$ cat config.mk
export PLATFORM = sky130hd
export DESIGN_NAME = mcit_core_timing
export DESIGN_NICKNAME = d
export VERILOG_FILES = /design/src/design/mcit_pkg.sv /design/src/design/mcit_opcode_table.sv /design/src/design/mcit_core_timing.sv
export VERILOG_INCLUDE_DIRS = /design/src /design/src/design
export SDC_FILE = /design/constraint.sdc
export NUM_CORES = 1
export LEC_CHECK = 0
export BUFFER_PORTS_ARGS = -buffer_cell sky130_fd_sc_hd__buf_2
export CORE_MARGIN = 5
export CORE_UTILIZATION = 50
export DETAILED_ROUTE_END_ITERATION = 10
export PLACE_DENSITY = 0.77
export SETUP_SLACK_MARGIN = 0.02
export SLEW_MARGIN = 0
export SYNTH_ARGS = -nofsm -noshare
export SYNTH_HDL_FRONTEND = slang
export SYNTH_SLANG_ARGS = --single-unit
$ cat constraint.sdc
create_clock -name clock_i -period 6.7 [get_ports clock_i]
set_clock_uncertainty 0.15 [all_clocks]
set_input_delay 0.335 -clock clock_i [delete_from_list [all_inputs] [get_ports clock_i]]
set_output_delay 0.335 -clock clock_i [all_outputs]
set_load 0.01 [all_outputs]
$ cat src/design/mcit_cfg.svh
`ifndef MCIT_CFG_SVH
`define MCIT_CFG_SVH

// Widths and reset values
`define MCIT_PC_W        16
`define MCIT_RESET_PC    16'h0000
`define MCIT_NUM_BKPT    4
`define MCIT_MAX_CLK_KHZ 25000

// Opcode fields
`define MCIT_OPC_ROW     7:4
`define MCIT_OPC_COL     3:0

// Instruction lengths in bytes
`define MCIT_LEN1        2'h1
`define MCIT_LEN2        2'h2
`define MCIT_LEN3        2'h3

// Execution times in clock cycles
`define MCIT_CYC1        4'h1
`define MCIT_CYC2        4'h2
`define MCIT_CYC3        4'h3
`define MCIT_CYC4        4'h4
`define MCIT_CYC5        4'h5
`define MCIT_CYC8        4'h8
`define MCIT_MAX_CYCLES  4'h8

// Cycle counter points
`define MCIT_CNT_ZERO    4'h0
`define MCIT_CNT_ONE     4'h1
`define MCIT_CNT_TWO     4'h2

`endif

$ cat src/design/mcit_pkg.sv
`default_nettype none
`include "mcit_cfg.svh"

package mcit_pkg;

	typedef enum logic {
		ST_HALT,
		ST_EXEC
	} mcit_state_t;

	typedef struct packed {
		mcit_state_t             fsm;
		logic [`MCIT_PC_W-1:0]   pc;
		logic [`MCIT_PC_W-1:0]   fetch;
		logic [7:0]              opcode;
		logic [7:0]              operand1;
		logic [7:0]              operand2;
		logic [3:0]              cnt;
		logic [1:0]              len;
		logic [3:0]              cyc;
		logic                    cond;
		logic                    taken;
		logic                    skip;
		logic                    stepping;
		logic                    retire;
		logic [3:0]              retire_cycles;
		logic                    illegal;
		logic                    bkpt_hit;
	} mcit_core_t;

endpackage
`default_nettype wire

$ cat src/design/mcit_opcode_table.sv
`timescale 1ns/1ps
`default_nettype none
`include "mcit_cfg.svh"

module mcit_opcode_table (
	input  wire logic [7:0] opcode_i,
	output logic            legal_o,
	output logic [1:0]      len_o,
	output logic [3:0]      cycles_o,
	output logic            cond_o
);
	logic [3:0] row;
	logic [3:0] col;

	assign row = opcode_i[`MCIT_OPC_ROW];
	assign col = opcode_i[`MCIT_OPC_COL];

	// Byte count and untaken cycle count per opcode, laid out by column of the opcode map
	always_comb
	begin
		legal_o  = 1'b1;
		len_o    = `MCIT_LEN1;
		cycles_o = `MCIT_CYC1;
		cond_o   = 1'b0;
		unique case (col)
			4'h0:
			begin
				unique case (row)
					4'h0: ;
					4'h1, 4'h2, 4'h3:
					begin
						len_o = `MCIT_LEN3; cycles_o = `MCIT_CYC3; cond_o = 1'b1;
					end
					4'h4, 4'h5, 4'h6, 4'h7:
					begin
						len_o = `MCIT_LEN2; cycles_o = `MCIT_CYC2; cond_o = 1'b1;
					end
					4'h8: begin len_o = `MCIT_LEN2; cycles_o = `MCIT_CYC3; end
					4'h9: begin len_o = `MCIT_LEN3; cycles_o = `MCIT_CYC3; end
					4'hE, 4'hF: cycles_o = `MCIT_CYC3;
					default: begin len_o = `MCIT_LEN2; cycles_o = `MCIT_CYC2; end
				endcase
			end
			// Absolute jump and call share one column
			4'h1: begin len_o = `MCIT_LEN2; cycles_o = `MCIT_CYC3; end
			4'h2:
			begin
				unique case (row)
					4'h0, 4'h1: begin len_o = `MCIT_LEN3; cycles_o = `MCIT_CYC4; end
					4'h2, 4'h3: cycles_o = `MCIT_CYC5;
					4'hE, 4'hF: cycles_o = `MCIT_CYC3;
					default: begin len_o = `MCIT_LEN2; cycles_o = `MCIT_CYC2; end
				endcase
			end
			4'h3:
			begin
				unique case (row)
					4'h4, 4'h5, 4'h6: begin len_o = `MCIT_LEN3; cycles_o = `MCIT_CYC3; end
					4'h7, 4'h8, 4'h9, 4'hE, 4'hF: cycles_o = `MCIT_CYC3;
					default: ;
				endcase
			end
			4'h4:
			begin
				unique case (row)
					4'h0, 4'h1, 4'hC, 4'hD, 4'hE, 4'hF: ;
					4'h8: cycles_o = `MCIT_CYC8;
					4'hA: cycles_o = `MCIT_CYC4;
					4'hB: begin len_o = `MCIT_LEN3; cycles_o = `MCIT_CYC3; cond_o = 1'b1; end
					default: begin len_o = `MCIT_LEN2; cycles_o = `MCIT_CYC2; end
				endcase
			end
			4'h5:
			begin
				unique case (row)
					4'h7, 4'h8: begin len_o = `MCIT_LEN3; cycles_o = `MCIT_CYC3; end
					4'hA: legal_o = 1'b0;
					4'hB, 4'hD: begin len_o = `MCIT_LEN3; cycles_o = `MCIT_CYC3; cond_o = 1'b1; end
					default: begin len_o = `MCIT_LEN2; cycles_o = `MCIT_CYC2; end
				endcase
			end
			4'h6, 4'h7:
			begin
				unique case (row)
					4'h7, 4'h8, 4'hA: begin len_o = `MCIT_LEN2; cycles_o = `MCIT_CYC2; end
					4'hB: begin len_o = `MCIT_LEN3; cycles_o = `MCIT_CYC4; cond_o = 1'b1; end
					default: cycles_o = `MCIT_CYC2;
				endcase
			end
			default:
			begin
				unique case (row)
					4'h7, 4'h8, 4'hA: begin len_o = `MCIT_LEN2; cycles_o = `MCIT_CYC2; end
					4'hB: begin len_o = `MCIT_LEN3; cycles_o = `MCIT_CYC3; cond_o = 1'b1; end
					4'hD: begin len_o = `MCIT_LEN2; cycles_o = `MCIT_CYC2; cond_o = 1'b1; end
					default: ;
				endcase
			end
		endcase
	end

endmodule
`default_nettype wire

$ cat src/design/mcit_core_timing.sv
`timescale 1ns/1ps
`default_nettype none
`include "mcit_cfg.svh"

module mcit_core_timing (
	input  wire logic                                      clock_i,
	input  wire logic                                      rst_n_i,
	// Code memory, combinational read of code_addr_o
	output logic [`MCIT_PC_W-1:0]                          code_addr_o,
	input  wire logic [7:0]                                code_data_i,
	// Datapath hand-shake
	input  wire logic                                      branch_cond_i,
	input  wire logic                                      pc_load_i,
	input  wire logic [`MCIT_PC_W-1:0]                     pc_target_i,
	output logic [`MCIT_PC_W-1:0]                          pc_o,
	output logic [7:0]                                     opcode_o,
	output logic [7:0]                                     operand1_o,
	output logic [7:0]                                     operand2_o,
	output logic [3:0]                                     cycle_o,
	output logic                                           retire_o,
	output logic [3:0]                                     retire_cycles_o,
	output logic                                           illegal_o,
	// Debug control
	input  wire logic                                      halt_req_i,
	input  wire logic                                      run_req_i,
	input  wire logic                                      step_req_i,
	input  wire logic [`MCIT_NUM_BKPT-1:0]                 bkpt_en_i,
	input  wire logic [`MCIT_NUM_BKPT-1:0][`MCIT_PC_W-1:0] bkpt_addr_i,
	output logic                                           bkpt_hit_o,
	output logic                                           halted_o,
	output logic                                           dbg_grant_o
);
	import mcit_pkg::*;

	// Whole core state and its next value
	mcit_core_t s;
	mcit_core_t next_s;

	// Decode table outputs for the byte now on the code bus
	logic                  tbl_legal;
	logic [1:0]            tbl_len;
	logic [3:0]            tbl_cyc;
	logic                  tbl_cond;
	// Current instruction as seen in this cycle
	logic                  first;
	logic [1:0]            cur_len;
	logic [3:0]            cur_cyc;
	logic                  cur_cond;
	// Sequencing decisions
	logic                  resolve;
	logic                  fin_plain;
	logic                  fin_taken;
	logic                  fin_cap;
	logic                  finish;
	logic                  jump;
	logic [`MCIT_PC_W-1:0] next_pc;
	logic                  fetch_more;
	logic                  take_op1;
	logic                  take_op2;
	// Debug decisions
	logic                  resume;
	logic                  bkpt_stop;

	// Address step shared by fetch pointer and fall-through pc
	function automatic logic [`MCIT_PC_W-1:0] pc_add(input logic [`MCIT_PC_W-1:0] base,
	                                                input logic [1:0] n);
		pc_add = base + {{(`MCIT_PC_W-2){1'b0}}, n};
	endfunction

	// True when any enabled breakpoint matches the address
	function automatic logic bkpt_match(input logic [`MCIT_PC_W-1:0] addr,
	                                    input logic [`MCIT_NUM_BKPT-1:0] en,
	                                    input logic [`MCIT_NUM_BKPT-1:0][`MCIT_PC_W-1:0] tab);
		bkpt_match = 1'b0;
		for (int i = 0; i < `MCIT_NUM_BKPT; i++)
		begin
			if (en[i] && (tab[i] == addr))
				bkpt_match = 1'b1;
		end
	endfunction

	// Decode is only meaningful in the first cycle, when the opcode byte is on the bus
	mcit_opcode_table mcit_opcode_table_inst (
		.opcode_i (code_data_i),
		.legal_o  (tbl_legal),
		.len_o    (tbl_len),
		.cycles_o (tbl_cyc),
		.cond_o   (tbl_cond)
	);

	// Current instruction view: table in cycle 0, latched copy afterwards
	assign first    = (s.cnt == `MCIT_CNT_ZERO);
	assign cur_len  = first ? tbl_len : s.len;
	assign cur_cyc  = first ? tbl_cyc : s.cyc;
	assign cur_cond = first ? tbl_cond : s.cond;

	// Branch resolves on the last untaken cycle; a taken branch runs one cycle more
	assign resolve   = (s.cnt == (cur_cyc - `MCIT_CNT_ONE));
	assign fin_plain = resolve && !(cur_cond && branch_cond_i);
	assign fin_taken = s.taken && (s.cnt == s.cyc);
	// Cap is a safety net: only the 8-cycle entry reaches it, together with its normal finish, but a bad latch cannot hang the core
	assign fin_cap   = (s.cnt == (`MCIT_MAX_CYCLES - `MCIT_CNT_ONE));
	assign finish    = fin_plain || fin_taken || fin_cap;

	// Taken flag belongs to the branch that set it; it is cleared at every finish
	assign jump      = pc_load_i || s.taken;
	assign next_pc   = jump ? pc_target_i : pc_add(s.pc, cur_len);

	// Fetch steps only while bytes of this instruction remain
	assign fetch_more = ((s.cnt + `MCIT_CNT_ONE) < {2'h0, cur_len});
	// Second and third bytes are on the bus in cycles one and two
	assign take_op1   = (s.cnt == `MCIT_CNT_ONE) && (s.len != `MCIT_LEN1);
	assign take_op2   = (s.cnt == `MCIT_CNT_TWO) && (s.len == `MCIT_LEN3);

	// Debug requests and breakpoint compare
	assign resume     = run_req_i || step_req_i;
	assign bkpt_stop  = first && !s.skip && bkpt_match(s.pc, bkpt_en_i, bkpt_addr_i);

	// Sequencer: at most one program byte fetched per clock, counted in whole clock cycles
	always_comb
	begin
		next_s          = s;
		next_s.retire   = 1'b0;
		next_s.illegal  = 1'b0;
		next_s.bkpt_hit = 1'b0;
		unique case (s.fsm)
			// Core makes no fetches while halted, so the debugger owns memory
			ST_HALT:
			begin
				if (resume)
				begin
					next_s.fsm      = ST_EXEC;
					next_s.skip     = 1'b1;
					next_s.stepping = step_req_i;
				end
			end
			ST_EXEC:
			begin
				// Breakpoint halts before the instruction starts; skipped once on resume
				if (bkpt_stop)
				begin
					next_s.fsm      = ST_HALT;
					next_s.bkpt_hit = 1'b1;
				end
				else
				begin
					next_s.cnt = s.cnt + `MCIT_CNT_ONE;
					// Latch decode so later cycles do not depend on the bus
					if (first)
					begin
						next_s.opcode  = code_data_i;
						next_s.len     = tbl_len;
						next_s.cyc     = tbl_cyc;
						next_s.cond    = tbl_cond;
						next_s.taken   = 1'b0;
						next_s.skip    = 1'b0;
						next_s.illegal = !tbl_legal;
					end
					// Operand bytes are latched as they pass on the code bus
					if (take_op1)
						next_s.operand1 = code_data_i;
					if (take_op2)
						next_s.operand2 = code_data_i;
					// No fetch runs ahead of the instruction, so nothing is thrown away on a jump
					if (fetch_more)
						next_s.fetch = pc_add(s.fetch, `MCIT_LEN1);
					if (resolve)
						next_s.taken = cur_cond && branch_cond_i;
					// Last cycle: move on to the next instruction or the jump target
					if (finish)
					begin
						next_s.cnt           = `MCIT_CNT_ZERO;
						next_s.pc            = next_pc;
						next_s.fetch         = next_pc;
						next_s.taken         = 1'b0;
						next_s.retire        = 1'b1;
						next_s.retire_cycles = s.cnt + `MCIT_CNT_ONE;
						// Halt or single step takes effect only between instructions
						if (halt_req_i || s.stepping)
						begin
							next_s.fsm      = ST_HALT;
							next_s.stepping = 1'b0;
						end
					end
				end
			end
		endcase
	end

	// Whole core state in one register; debug fields are private to this block
	// Fully static, so the clock may stop or run at any rate up to the top one
	always_ff @(posedge clock_i or negedge rst_n_i)
	begin
		// Reset leaves the core running from the reset address
		if (!rst_n_i)
		begin
			s               <= '0;
			s.fsm           <= ST_EXEC;
			s.pc            <= `MCIT_RESET_PC;
			s.fetch         <= `MCIT_RESET_PC;
		end
		else
			s <= next_s;
	end

	// Outputs straight from the state register
	assign code_addr_o     = s.fetch;
	assign pc_o            = s.pc;
	assign opcode_o        = s.opcode;
	assign operand1_o      = s.operand1;
	assign operand2_o      = s.operand2;
	assign cycle_o         = s.cnt;
	assign retire_o        = s.retire;
	assign retire_cycles_o = s.retire_cycles;
	assign illegal_o       = s.illegal;

	// Debug status; the debugger owns memory only while the core is halted
	assign bkpt_hit_o      = s.bkpt_hit;
	assign halted_o        = (s.fsm == ST_HALT);
	assign dbg_grant_o     = (s.fsm == ST_HALT);

endmodule
`default_nettype wire

==> results.json <==
{
  "comb_power_share_pct": 54.3,
  "place.gp.congestion": 0.913,
  "nNetsFinal": 874,
  "placed_cells": 922,
  "die_y_um": 121,
  "multi_input_area_um2": 3430,
  "path_class": "flip-flop to flip-flop",
  "grt_usage_pct": 22.2,
  "pwr-share-seq_pct": 30.5,
  "met3_length_um": 1110,
  "synthCells": 705,
  "synth-compound-area-share_pct": 15.9,
  "hpwl_um": 12100,
  "synth_top_area_cell": "dfrtp_1",
  "p_leak_nw": 3.07,
  "std_cell_rows": 40,
  "clk_latency_ns": 0.34,
  "fillerInstances": 1106,
  "grt_max_degree": 79,
  "synth-xor-area-share_pct": 12.6,
  "first_pass_iters": 5,
  "cts_sinks": 78,
  "synthAdderAreaFrac_pct": 2.14,
  "dp_slack_ns": 2.17,
  "finalHoldViolCount": 0,
  "die_x_um": 121,
  "p_sw_share_pct": 44.0,
  "syn-num-nets": 814,
  "p_sw_mw": 1.48,
  "worstMarginPinSlew_ns": 0.999,
  "wl_per_cell_um": 17.4,
  "cp_data_arrival_time_ns": 4.28,
  "avgViaCountPerCell": 5.65,
  "p_total_mw": 3.37,
  "overflow": 0,
  "place_area_um2": 6540,
  "wl_met1_um": 7450,
  "synthMuxAreaShare_pct": 7.95,
  "ys_top_cells_by_area": "dfrtp_1 (31%), xnor2_1 (8.6%), buf_4 (8.0%), mux2_2 (7.5%), xor2_1 (4.0%)",
  "dieArea_um2": 14700,
  "start_util_pct": 51.3,
  "cts_tree": "built",
  "p_per_area_nw_per_um2": 493,
  "core_area_um2": 12100,
  "critPathRequiredTime_ns": 6.77,
  "antenna_left": 0,
  "slew_viol_final": 0,
  "synth_top_cell_area_share_pct": 31.1,
  "synth_top_family_by_area": "simple AND/OR/NAND/NOR gates",
  "fin_cells": 936,
  "worstSetupEndpointType": "flip-flop",
  "hp-class": "input port to async pin",
  "drt_wl_total_um": 16300,
  "ctsHoldBuffers": 0,
  "synth-seq-cells": 78,
  "synthFlopType": "dfrtp_1",
  "fin_crit_ns": 4.21,
  "finalCritPeriodShare_pct": 62.9,
  "route.met2.wl_um": 7440,
  "status": "complete, no violations",
  "async_flop_share_pct": 100,
  "relSlewSlack_pct": 33.4,
  "worstPathMaxFanout": 18,
  "worst_slack_ns": 2.49,
  "port_buffers": 167,
  "grt_setup_unrepaired": "no",
  "synth_edf_count": 0,
  "fmax_mhz": 237,
  "cts_resized": 0,
  "synth-simple-area-share_pct": 16.9,
  "setup_violations": 0,
  "tns_ns": 0,
  "reg2reg_setup_slack_ns": 2.49,
  "syn_area_um2": 6190,
  "ys.warnings.count": 0,
  "yosys.cell_types.count": 74,
  "p_int_mw": 1.89,
  "syn_area_per_cell_um2": 8.78,
  "fin_hold_ws_ns": 0.0121,
  "final_util_pct": 56.7,
  "yosysSeqAreaShare_pct": 31.6,
  "post-route-drc-count": 0,
  "cts_buffers": 9,
  "antenna_found_initial": 0,
  "htreeDepth": 3,
  "final-seq-area_um2": 1950,
  "area_delta_synth_final_pct": 10.5,
  "grt_first_pass_wirelength_um": 26200,
  "cp-start-kind": "flip-flop",
  "clk_path_buf_depth": 2,
  "via_count": 5284,
  "pwr-share-clk_pct": 15.2,
  "peakVddDrop_uv": 213,
  "grt_pass1_vias": 5041,
  "design_area_um2": 6840,
  "cts_root_buf": "clkbuf_16",
  "drive_gt1_share_pct": 31.1,
  "io_pins": 168,
  "drtIter0Drc": 551,
  "post_cts_buffers": 0,
  "antennaDiodeCount": 0,
  "routed.top_layer": "met4",
  "clk_pin_slew_ns": 0.06,
  "max_cap_violations": 0
}
-- worst max-delay path, cell delays in order (launching register included) --
cell and delay (ns):
dfrtp_1 0.52, inv_1 0.18, ha_1 0.17, or3b_2 0.58
nand2b_1 0.15, o21a_1 0.15, inv_1 0.04, ha_1 0.19
xor2_1 0.15, xnor2_1 0.17, nand2_1 0.08, a21o_1 0.18
o21ai_1 0.12, buf_4 0.22, nand2b_1 0.26, inv_2 0.40
mux2_2 0.38
-- worst paths after layout --
kind | endpoint | start | cells after the start
min in group clock_i | s[7] | step_req_i | 3
min | bkpt_hit_o | rst_n_i | 1
max | pc_o[3] | cycle_o[0] | 16
max reg2reg | pc_o[3] | cycle_o[0] | 16
max in group asynchronous | operand2_o[6] | rst_n_i | 1
min reg2reg | s[8] | s[8] | 2
-- cell usage in the layout (no fill, tap or decap), types with 10 or more instances in the layout --
| cell | synthesis | routed |
|---|---|---|
| o22a_1 | 10 | 10 |
| nor4_1 | 11 | 11 |
| and3_1 | 12 | 12 |
| dfrtp_1 | 77 | 77 |
| buf_2 | 9 | 166 |
| inv_1 | 21 | 21 |
| a21oi_1 | 26 | 26 |
| xnor2_1 | 61 | 61 |
| nand2_1 | 54 | 54 |
| o21ai_0 | 40 | 40 |
| nand3_1 | 24 | 24 |
| nor2_1 | 31 | 31 |
| mux2_2 | 41 | 41 |
| nand4_1 | 19 | 19 |
| xor2_1 | 28 | 28 |
-- area by class of cell --
class	count	share of cell area, %
Inverter	22	1.21
Sequential cell	78	28.6
Multi-Input combinational cell	484	50.2
Tap cell	168	3.07
Timing Repair Buffer	170	12.6
Clock inverter	4	1.08
Clock buffer	10	3.35
-- power by group through the flow --
stage	registers [mW]	logic, mW	clock network (mW)
2_1_floorplan	0.822	1.74	0
3_3_place_gp	1.03	1.78	0
3_5_place_dp	1.03	1.82	0
4_1_cts	1.02	1.83	0.520
5_1_grt	1.07	2.05	0.543
6_report	1.03	1.83	0.512
-- layer usage --
| metal | global-route usage, % | up-vias |
|---|---|---|
| met5 | 0 | - |
| met2 | 33.3 | 180 |
| li1 | - | 2541 |
| met1 | 32.0 | 2539 |
| met3 | 6.20 | 24 |
| met4 | 5.11 | 0 |
-- cells by family (layout without fill, tap and decap cells) --
group,Yosys count,after routing
AO/OA/AOI/OAI,143,143
XOR/XNOR,89,89
adder cells (fa/ha/maj),10,10
buffers and inverters,143,206
flip-flops,78,78
multiplexers,44,44
AND/OR/NAND/NOR,198,198
-- cell usage after synthesis, types with 8 or more instances --
cell type	n
inv_1	21
nand2_1	54
buf_2	9
xor2_1	28
xnor2_1	61
o22a_1	10
buf_4	66
a21oi_1	26
dfrtp_1	77
mux2_2	41
nor2_1	31
clkbuf_1	40
and3_1	12
nor3_1	8
ha_1	9
nand3_1	24
nand4_1	19
o21ai_0	40
nor4_1	11
-- sequential cells by signal, summed over array words and instances, names as in the netlist, 4 cells and up --
register and count:
cycle_o 4, code_addr_o 16, s 11, operand2_o 8
operand1_o 8, opcode_o 8, retire_cycles_o 4, pc_o 16
Note: power is estimated with default switching activity, not from simulation.
